File: src/pkg/trace_buffer_pkg.sv
package trace_buffer_pkg;
  localparam logic [31:0] REG_BASE_ADDR   = 32'h41006000;
  localparam logic [3:0]  OFS_POSITION    = 4'h0;
  localparam logic [3:0]  OFS_MAIN_CTRL   = 4'h4;
  localparam logic [3:0]  OFS_STOP_HALT   = 4'h8;
  localparam logic [3:0]  OFS_SRAM_LOC    = 4'hc;
  localparam int          POS_WRAP_BIT    = 2;
  localparam int          POS_PTR_LSB     = 3;
  localparam int          CTRL_ON_BIT     = 31;
  localparam int          CTRL_MASK_LSB   = 0;
  localparam int          CTRL_MASK_W     = 5;
  localparam int          FILL_STOP_BIT   = 0;
  localparam int          FILL_HALT_BIT   = 1;
  localparam int          FILL_ADDR_LSB   = 3;
  localparam logic [31:0] RESET_ZERO      = 32'h00000000;
  localparam logic [31:0] PC_STEP         = 32'h00000002;
  localparam logic [31:0] PC_STEP_WIDE    = 32'h00000004;
  localparam logic [31:0] WORD_BYTES      = 32'h00000004;
  localparam logic [31:0] SRAM_BASE_DFLT  = 32'h20000000;
  localparam logic [4:0]  MASK_BASE       = 5'h04;
  localparam logic [31:0] UNMAPPED_DATA   = 32'h00000000;
endpackage

File: src/hdl/execution_trace_buffer.sv
`timescale 1ns/1ps
module execution_trace_buffer #(
  parameter int          SRAM_AW   = 12,
  parameter logic [31:0] SRAM_BASE = trace_buffer_pkg::SRAM_BASE_DFLT
) (
  input  wire logic               clock_i,
  input  wire logic               srst_i,
  // Avalon-MM register slave, byte address
  input  wire logic [31:0]        avs_address_i,
  input  wire logic               avs_read_i,
  input  wire logic               avs_write_i,
  input  wire logic [3:0]         avs_byteenable_i,
  input  wire logic [31:0]        avs_writedata_i,
  output logic      [31:0]        avs_readdata_o,
  output logic                    avs_waitrequest_o,
  // Core execution trace interface
  input  wire logic               trace_valid_i,
  input  wire logic [31:0]        trace_pc_i,
  input  wire logic               trace_branch_i,
  input  wire logic               trace_exception_i,
  // Processor SRAM port
  input  wire logic               cpu_req_i,
  input  wire logic               cpu_we_i,
  input  wire logic [SRAM_AW-1:0] cpu_addr_i,
  input  wire logic [31:0]        cpu_wdata_i,
  input  wire logic [3:0]         cpu_be_i,
  output logic                    cpu_gnt_o,
  output logic      [31:0]        cpu_rdata_o,
  // Shared SRAM port
  output logic                    sram_req_o,
  output logic                    sram_we_o,
  output logic      [SRAM_AW-1:0] sram_addr_o,
  output logic      [31:0]        sram_wdata_o,
  output logic      [3:0]         sram_be_o,
  input  wire logic [31:0]        sram_rdata_i,
  output logic                    debug_halt_o,
  output logic                    trace_on_o
);

  typedef enum logic [2:0] {
    PK_IDLE   = 3'b001,
    PK_FIRST  = 3'b010,
    PK_SECOND = 3'b100
  } pkt_state_t;

  localparam int PW = SRAM_AW - trace_buffer_pkg::POS_PTR_LSB;

  pkt_state_t        pkt_q;
  logic              on_q;
  logic              wrap_q;
  logic [PW-1:0]     ptr_q;
  logic [PW-1:0]     limit_q;
  logic              fill_stop_q;
  logic              fill_halt_q;
  logic [4:0]        mask_q;
  logic              halt_q;
  logic              resp_q;
  logic [31:0]       rdata_q;
  logic [31:0]       last_pc_q;
  logic              last_ok_q;
  logic [31:0]       src_q;
  logic [31:0]       dst_q;
  logic              seq_step;
  logic              nonseq;
  logic              trace_wr;
  logic              sel;
  logic [3:0]        ofs;
  logic              wr_on;
  logic              wr_pos;
  logic              wr_ctl;
  logic              wr_fill;
  logic [PW-1:0]     mask_ptr;
  logic [PW-1:0]     ptr_inc;
  logic [PW-1:0]     ptr_next;
  logic              wrap_now;
  logic              limit_hit;
  logic [31:0]       pos_word;
  logic [31:0]       ctl_word;
  logic [31:0]       fill_word;

  // Buffer size is 2^(mask+4) bytes; pointer bits above that stay fixed
  genvar gi;
  generate
    for (gi = 0; gi < PW; gi++) begin : g_mask
      assign mask_ptr[gi] = (32'(gi) + 32'd3) < (32'(mask_q) + 32'd4);
    end
  endgenerate

  assign sel = (avs_address_i[31:4] == trace_buffer_pkg::REG_BASE_ADDR[31:4]);
  assign ofs = avs_address_i[3:0];
  assign avs_waitrequest_o = (avs_read_i | avs_write_i) & ~resp_q;
  // Writes land on the answer edge only, so a stalled master never writes twice
  assign wr_pos  = avs_write_i & resp_q & sel & (ofs == trace_buffer_pkg::OFS_POSITION);
  assign wr_ctl  = avs_write_i & resp_q & sel & (ofs == trace_buffer_pkg::OFS_MAIN_CTRL);
  assign wr_fill = avs_write_i & resp_q & sel & (ofs == trace_buffer_pkg::OFS_STOP_HALT);
  assign wr_on   = wr_ctl & avs_byteenable_i[3];

  // Sequential means +2 or +4 with no branch or exception flag
  assign seq_step = (trace_pc_i == last_pc_q + trace_buffer_pkg::PC_STEP) ||
                    (trace_pc_i == last_pc_q + trace_buffer_pkg::PC_STEP_WIDE);
  assign nonseq = trace_valid_i & last_ok_q &
                  (trace_branch_i | trace_exception_i | ~seq_step);

  assign trace_wr = (pkt_q != PK_IDLE);
  assign ptr_inc  = ptr_q + PW'(1);
  // Only bits inside the buffer size advance; wrap when those all roll over
  assign ptr_next = (ptr_q & ~mask_ptr) | (ptr_inc & mask_ptr);
  assign wrap_now = ((ptr_q & mask_ptr) == mask_ptr);
  assign limit_hit = trace_wr && (pkt_q == PK_SECOND) && (ptr_next == limit_q);

  always_ff @(posedge clock_i) begin
    if (srst_i) begin
      last_pc_q <= trace_buffer_pkg::RESET_ZERO;
      last_ok_q <= 1'b0;
    end else if (trace_valid_i) begin
      last_pc_q <= trace_pc_i;
      last_ok_q <= 1'b1;
    end
  end

  // A new change arriving mid-packet is dropped; at most one packet per three cycles
  always_ff @(posedge clock_i) begin
    if (srst_i) begin
      pkt_q <= PK_IDLE;
      src_q <= trace_buffer_pkg::RESET_ZERO;
      dst_q <= trace_buffer_pkg::RESET_ZERO;
    end else begin
      case (pkt_q)
        PK_IDLE: begin
          if (nonseq && on_q) begin
            src_q <= last_pc_q;
            dst_q <= trace_pc_i;
            pkt_q <= PK_FIRST;
          end
        end
        PK_FIRST:  pkt_q <= PK_SECOND;
        PK_SECOND: pkt_q <= PK_IDLE;
        default:   pkt_q <= PK_IDLE;
      endcase
    end
  end

  // Trace owns the SRAM port whenever a packet word is pending
  always_comb begin
    if (trace_wr) begin
      sram_req_o   = 1'b1;
      sram_we_o    = 1'b1;
      sram_addr_o  = {ptr_q, (pkt_q == PK_SECOND), 2'b00};
      sram_wdata_o = (pkt_q == PK_FIRST) ? src_q : dst_q;
      sram_be_o    = 4'hf;
      cpu_gnt_o    = 1'b0;
    end else begin
      sram_req_o   = cpu_req_i;
      sram_we_o    = cpu_we_i;
      sram_addr_o  = cpu_addr_i;
      sram_wdata_o = cpu_wdata_i;
      sram_be_o    = cpu_be_i;
      cpu_gnt_o    = cpu_req_i;
    end
  end
  assign cpu_rdata_o = sram_rdata_i;

  always_ff @(posedge clock_i) begin
    if (srst_i) begin
      ptr_q  <= '0;
      wrap_q <= 1'b0;
    end else if (wr_pos) begin
      ptr_q  <= avs_writedata_i[SRAM_AW-1:trace_buffer_pkg::POS_PTR_LSB];
      wrap_q <= avs_writedata_i[trace_buffer_pkg::POS_WRAP_BIT];
    end else if (pkt_q == PK_SECOND) begin
      ptr_q <= ptr_next;
      if (wrap_now) begin
        wrap_q <= 1'b1;
      end
    end
  end

  // The fill limit wins over a same-cycle software enable
  always_ff @(posedge clock_i) begin
    if (srst_i) begin
      on_q <= 1'b0;
    end else if (limit_hit && (fill_stop_q || fill_halt_q)) begin
      on_q <= 1'b0;
    end else if (wr_on) begin
      on_q <= avs_writedata_i[trace_buffer_pkg::CTRL_ON_BIT];
    end
  end

  always_ff @(posedge clock_i) begin
    if (srst_i) begin
      mask_q <= trace_buffer_pkg::MASK_BASE;
    end else if (wr_ctl && avs_byteenable_i[0]) begin
      mask_q <= avs_writedata_i[trace_buffer_pkg::CTRL_MASK_LSB +: trace_buffer_pkg::CTRL_MASK_W];
    end
  end

  always_ff @(posedge clock_i) begin
    if (srst_i) begin
      limit_q     <= '0;
      fill_stop_q <= 1'b0;
      fill_halt_q <= 1'b0;
    end else if (wr_fill) begin
      limit_q     <= avs_writedata_i[SRAM_AW-1:trace_buffer_pkg::FILL_ADDR_LSB];
      fill_stop_q <= avs_writedata_i[trace_buffer_pkg::FILL_STOP_BIT];
      fill_halt_q <= avs_writedata_i[trace_buffer_pkg::FILL_HALT_BIT];
    end
  end

  // Halt request holds until software clears halt_on_fill_limit
  always_ff @(posedge clock_i) begin
    if (srst_i) begin
      halt_q <= 1'b0;
    end else if (limit_hit && fill_halt_q) begin
      halt_q <= 1'b1;
    end else if (wr_fill && !avs_writedata_i[trace_buffer_pkg::FILL_HALT_BIT]) begin
      halt_q <= 1'b0;
    end
  end

  always_comb begin
    pos_word  = trace_buffer_pkg::RESET_ZERO;
    ctl_word  = trace_buffer_pkg::RESET_ZERO;
    fill_word = trace_buffer_pkg::RESET_ZERO;
    pos_word[SRAM_AW-1:trace_buffer_pkg::POS_PTR_LSB] = ptr_q;
    pos_word[trace_buffer_pkg::POS_WRAP_BIT] = wrap_q;
    ctl_word[trace_buffer_pkg::CTRL_ON_BIT] = on_q;
    ctl_word[trace_buffer_pkg::CTRL_MASK_LSB +: trace_buffer_pkg::CTRL_MASK_W] = mask_q;
    fill_word[SRAM_AW-1:trace_buffer_pkg::FILL_ADDR_LSB] = limit_q;
    fill_word[trace_buffer_pkg::FILL_STOP_BIT] = fill_stop_q;
    fill_word[trace_buffer_pkg::FILL_HALT_BIT] = fill_halt_q;
  end

  // One wait state on every access, so reads come from a flop
  always_ff @(posedge clock_i) begin
    if (srst_i) begin
      resp_q  <= 1'b0;
      rdata_q <= trace_buffer_pkg::RESET_ZERO;
    end else begin
      resp_q <= (avs_read_i | avs_write_i) & ~resp_q;
      if (avs_read_i && !resp_q) begin
        if (!sel) begin
          rdata_q <= trace_buffer_pkg::UNMAPPED_DATA;
        end else begin
          case (ofs)
            trace_buffer_pkg::OFS_POSITION:  rdata_q <= pos_word;
            trace_buffer_pkg::OFS_MAIN_CTRL: rdata_q <= ctl_word;
            trace_buffer_pkg::OFS_STOP_HALT: rdata_q <= fill_word;
            trace_buffer_pkg::OFS_SRAM_LOC:  rdata_q <= SRAM_BASE;
            default:                         rdata_q <= trace_buffer_pkg::UNMAPPED_DATA;
          endcase
        end
      end
    end
  end

  assign avs_readdata_o = rdata_q;
  assign debug_halt_o   = halt_q;
  assign trace_on_o     = on_q;
endmodule

File: config.mk
export PLATFORM = sky130hd
export DESIGN_NAME = execution_trace_buffer
export DESIGN_NICKNAME = d
export VERILOG_FILES = /design/src/pkg/trace_buffer_pkg.sv /design/src/hdl/execution_trace_buffer.sv
export SDC_FILE = /design/constraint.sdc
export NUM_CORES = 1
export LEC_CHECK = 0
export BUFFER_PORTS_ARGS = -buffer_cell sky130_fd_sc_hd__buf_2
export CAP_MARGIN = 20
export CORE_MARGIN = 2
export CORE_UTILIZATION = 35
export CTS_BUF_LIST = sky130_fd_sc_hd__clkbuf_4 sky130_fd_sc_hd__clkbuf_8
export CTS_CLUSTER_DIAMETER = 60
export DETAILED_ROUTE_END_ITERATION = 8
export HOLD_SLACK_MARGIN = 0.06
export PLACE_DENSITY = 0.72
export SKIP_LAST_GASP = 1
export SYNTH_ARGS = -nofsm -noshare
export SYNTH_HDL_FRONTEND = slang
export SYNTH_SLANG_ARGS = --single-unit
File: constraint.sdc
create_clock -name clock_i -period 3.3 [get_ports clock_i]
set_clock_uncertainty 0.2 [all_clocks]
set_input_delay 0.165 -clock clock_i [delete_from_list [all_inputs] [get_ports clock_i]]
set_output_delay 0.165 -clock clock_i [all_outputs]
set_load 0.02 [all_outputs]
After elaboration in Yosys (flattened, before gate mapping) --
Index checks and enable logic that the tools add are counted.
Word-level totals: register bits after elaboration 161, bits of input ports 189, output and inout port bits 118
Operators by class: add/subtract/negate cells 4, order comparisons 9, equal/unequal tests 13, mux-type cells 18, bitwise gates (word level) 19, reduce and logical (&&, ||, !) cells 19
Operators with widths (number):
- $lt A3 B32 Y1 const A | 4
- $pmux W32 S4 | 1
- $lt A4 B32 Y1 const A | 3
- $mux W32 | 3
- $eq A32 B32 Y1 | 2
- $add A32 B2 Y32 const B | 1
- $add A32 B3 Y32 const B | 1
- $lt A2 B32 Y1 const A | 1
- $eq A28 B27 Y1 const B | 1
- $and A9 B9 Y9 | 3
- $eq A9 B9 Y1 | 2
- $mux W9 | 2
- $mux W12 | 1
- $add A9 B1 Y9 const B | 1
- $and A1 B1 Y1 | 9
- $not A9 Y9 | 1
- $or A9 B9 Y9 | 1
- $eq A4 B4 Y1 const B | 2
- $logic_and A1 B1 Y1 | 8
- $mux W1 | 8
- $add A5 B3 Y6 const B | 1
- $lt A4 B6 Y1 const A | 1
- $pmux W3 S2 | 1
- $reduce_bool A2 Y1 | 3
- 15 further kinds | 21

Depth between registers and ports, before layout --
depth in word-level cells 9, gate-level depth with buffers 13, gate-level depth less buffers 11

Least setup slack after synthesis --
Ideal clock, no wire load.
path type register to register, start register last_pc_q[1], end register dst_q[10], setup time 0.120 ns, arrival time 2.948 ns, required time 2.980 ns, path slack 0.032 ns, cell stages (with the launch flop) 13, path buffers 2, cells stage by stage dfxtp_1 -> ha_1 -> nand3_2 -> or4_1 -> nor3_2 -> xor2_1 -> o2111ai_1 -> or4_1 -> o21ai_1 -> a21oi_1 -> buf_6 -> buf_6 -> mux2i_1
On the way: cells in the longest elaborated chain, start to end 8, elaborated cells on any way between the ends 10
RTL lines:
- from (decl) | RTL line execution_trace_buffer.sv:59 | logic [31:0] last_pc_q;
- from (signal assigned) | RTL line execution_trace_buffer.sv:113 | last_pc_q <= trace_buffer_pkg::RESET_ZERO;
- from (signal assigned) | RTL line execution_trace_buffer.sv:116 | last_pc_q <= trace_pc_i;
- $add A32 B2 Y32 or $add A32 B3 Y32 (tied branches) | RTL line execution_trace_buffer.sv:99, execution_trace_buffer.sv:100
- $eq A32 B32 Y1 (on tied branches) | RTL line execution_trace_buffer.sv:99, execution_trace_buffer.sv:100
- $logic_or A1 B1 Y1 * | RTL line execution_trace_buffer.sv:99 | assign seq_step = (trace_pc_i == last_pc_q + trace_buffer_pkg::PC_STEP) ||
- $not A1 Y1 * | RTL line execution_trace_buffer.sv:102 | (trace_branch_i | trace_exception_i | ~seq_step);
- $or A1 B1 Y1 * | RTL line execution_trace_buffer.sv:102
- $and A1 B1 Y1 * | RTL line execution_trace_buffer.sv:101 | assign nonseq = trace_valid_i & last_ok_q &
- $logic_and A1 B1 Y1 * | RTL line execution_trace_buffer.sv:130 | if (nonseq && on_q) begin
- $reduce_and A2 Y1 (no line) *
- to (signal assigned) | RTL line execution_trace_buffer.sv:126 | dst_q <= trace_buffer_pkg::RESET_ZERO;
- to (signal assigned) | RTL line execution_trace_buffer.sv:132 | dst_q <= trace_pc_i;
- to (decl) | RTL line execution_trace_buffer.sv:62 | logic [31:0] dst_q;
Mark *: on every way between the ends. The rest lies on a longest branch, timed or not. A chain may end at the register's enable or synchronous reset.

Final worst setup path --
start register last_pc_q[9], end register src_q[30]
On the way: cells in the longest elaborated chain, start to end 8, elaborated cells on any way between the ends 10
RTL lines:
- $add A32 B2 Y32 or $add A32 B3 Y32 (tied branches) | RTL line execution_trace_buffer.sv:99, execution_trace_buffer.sv:100
- $eq A32 B32 Y1 (on tied branches) | RTL line execution_trace_buffer.sv:99, execution_trace_buffer.sv:100
- $logic_or A1 B1 Y1 * | RTL line execution_trace_buffer.sv:99
- $not A1 Y1 * | RTL line execution_trace_buffer.sv:102
- $or A1 B1 Y1 * | RTL line execution_trace_buffer.sv:102
- $and A1 B1 Y1 * | RTL line execution_trace_buffer.sv:101
- $logic_and A1 B1 Y1 * | RTL line execution_trace_buffer.sv:130
- $reduce_and A2 Y1 (no line) *
- to (signal assigned) | RTL line execution_trace_buffer.sv:125 | src_q <= trace_buffer_pkg::RESET_ZERO;
- to (signal assigned) | RTL line execution_trace_buffer.sv:131 | src_q <= last_pc_q;
- to (decl) | RTL line execution_trace_buffer.sv:61 | logic [31:0] src_q;
Marks and branches as above.

==> metrics <==
number of flops mapped to enable cells by yosys 0; commonest non-fill, non-tap cell in the layout buf_2; FP Rows 60; CP peak stage delay 560 ps; placed cell area 0.01098 mm²; final setup violation count 0; final std cells w/o fill 1772; share of cells above drive strength 1 25.80%; startpoint types register; vias in the first global route 8416; Worst Path Max Fanout 13; vias per cell 4.997; Pre-antenna DRT Iters 5; Core Footprint 0.02680 mm²; CP Cell Sequence nand4_1 > buf_4 > or4_4 > nor3_4 > xor2_1 > o2111ai_1 > or4_4 > o21ai_4 > a21oi_4 > clkbuf_16 > mux2i_1; worst hold slack 109.1 ps; die width 168.9 µm; initial antenna violation count 1; VDD IR-drop max 196.2 µV; Tcrit/Tclk final 99.01%; synthesized cell area 0.009515 mm²; critical path buffer and inverter count 2; Slew headroom 44.50%; Arrival @ worst endpoint 3410 ps; number of max-cap violations 0; hpwl dp 20140 µm; Port Buf Inserts 203; Nets 1615; cts bufs inserted 17; CTS H-tree depth 4; Routed WL 27470 µm; Main synth FF type dfxtp_1; Fin. Hold Viols 0; Worst-path clk slew 90 ps; Clock Path Buffers 2; Leakage 0.004736 µW; Synth Register Bits 143; DR WL/cell 15.50 µm; Worst Max-Slew Pin Slew 832.4 ps; final instance area 0.01219 mm²; io pins 307; setup TNS 0 ps; antenna-violating nets left 0; synth warn 0; WP data required 3440 ps; HP Class in2reg; Syn Area/Cell 8.161 µm²; status complete, no violations; crit-path most repeated cell or4_4; commonest non-fill, non-tap cells in the layout buf_2, mux2i_1, nand2b_1, dfxtp_1, nor2_1; Crit Path Category reg2reg; max-slew violations 0; Initial Util 35.50%; Crit path max-delay family simple AND/OR/NAND/NOR gates; asr flop ratio synth 0%; Remaining DRCs 0; Pwr Total 4024 µW; Die ar. 0.02852 mm²; clk sinks 143; post-synth cell types 60; total grt overflow 0; Fmax achieved 0.3061 GHz; placed cells 1676; synth-to-layout area growth 28.13%; clk_lat worst skew 460 ps; TritonCTS clock tree built; minimum clock period 3267 ps; aggregate global-route resource usage 18.64%; first-pass GRT wire length 42880 µm; CP max stage cell or4_4; height of the die 168.9 µm; largest net degree at the start of global routing 85; Syn Inst Count 1166; gpl congestion 0.9365; CTS root buf clkbuf_8; DR iter-0 viols 496; vias 8854; power density over the cells 330.0 mW/mm²; RSZ-0062 raised after global routing yes; CP Capture Type register; sequential-to-total area share from yosys stat 30.09%
-- through the flow --
stage	util, %	worst slack (ps)
3_5_place_dp	40.97	-111.2
4_1_cts	44.82	30.30
2_1_floorplan	-	32.41
6_report	45.49	32.58
3_3_place_gp	40.97	-55.97
5_1_grt	45.49	-98.34
-- worst min-delay path, cell delays in order --
cell and delay [ps]:
buf_2 80, nor4_1 40, nand4_1 80, nor2_1 50, buf_4 150, nand3_1 90
a21oi_1 60
-- flip-flops by register name (all words and copies together), names as in the netlist --
signal	cells
fill_halt_q	1
pkt_q	3
dst_q	32
ptr_q	9
wrap_q	1
limit_q	9
debug_halt_o	1
mask_q	5
trace_on_o	1
fill_stop_q	1
resp_q	1
last_pc_q	32
last_ok_q	1
avs_readdata_o	14
src_q	32
-- cell type report --
cell class                      count  area (µm²)
Sequential cell                   143        2882
Multi-Input combinational cell    898        6083
Fill cell                        2614       14610
Timing Repair Buffer              345        2315
Antenna cell                        1       2.502
Tap cell                          341       426.7
Inverter                           12       45.04
Clock inverter                     13       176.4
Clock buffer                       19       261.5
-- worst paths after layout --
kind	slack [ps]	end	startpoint	depth (start not counted)
max	30	src_q[30]	last_pc_q[9]	11
max reg2reg	30	src_q[30]	last_pc_q[9]	11
min	110	avs_readdata_o[0]	avs_address_i[11]	7
min reg2reg	250	avs_readdata_o[29]	avs_readdata_o[29]	2
-- logic make-up (layout without fill, tap and decap cells) --
group,after synthesis,count (layout),synth area share (%)
multiplexers,168,168,17.80
AND/OR/NAND/NOR,481,481,26.55
XOR/XNOR,79,79,7.272
AO/OA/AOI/OAI,143,143,8.981
other,1,19,0.03941
adder cells (fa/ha/maj),9,9,1.183
flip-flops,143,143,30.09
buffers and inverters,142,389,8.087
-- power breakdown --
group / switching (µW) / total [µW] / internal (µW)
Sequential: 32.9 / 1780 / 1750
Clock: 774 / 1580 / 805
Combinational: 360 / 662 / 302
-- metal layers --
layer | share of wire, % | track usage [%] | up-vias | wire length (µm)
met2 | 51 | 34.41 | 245 | 13920
met4 | 1.9 | 5.585 | 0 | 511
met1 | 42 | 21.92 | 4132 | 11650
li1 | - | - | 4441 | -
met5 | 0 | 0 | - | 0
met3 | 5.1 | 3.297 | 36 | 1398
-- synth_stat cells, types with 5 or more instances --
master	instances	share of area (%)
a211oi_1	11	0.87
a21oi_1	45	2.4
a31oi_1	10	0.66
and2_1	5	0.33
buf_2	6	0.32
buf_4	50	3.9
buf_6	5	0.59
clkbuf_1	62	2.4
dfxtp_1	143	30
ha_1	9	1.2
inv_1	12	0.47
mux2_2	10	1.2
mux2i_1	158	17
nand2_1	86	3.4
nand2b_1	135	8.9
nand3_1	28	1.5
nand4_1	20	1.3
nor2_1	116	4.6
nor2b_1	10	0.66
nor3_1	26	1.4
nor3b_1	9	0.71
nor4_1	13	0.85
nor4b_1	7	0.64
o21ai_0	46	2.4
or4_1	5	0.39
xnor2_1	39	3.6
xor2_1	40	3.7
-- timing repair --
action                                  in CTS  in global routing
cloned                                       0                  2
endpoints found under the setup margin      65                 67
pin swaps                                    0                  6
hold buffers                                58                  0
hold endpoints to repair                   102                  0
resized for setup                            5                 29
setup buffers                                0                  3
(Power assumes the default switching activity.)
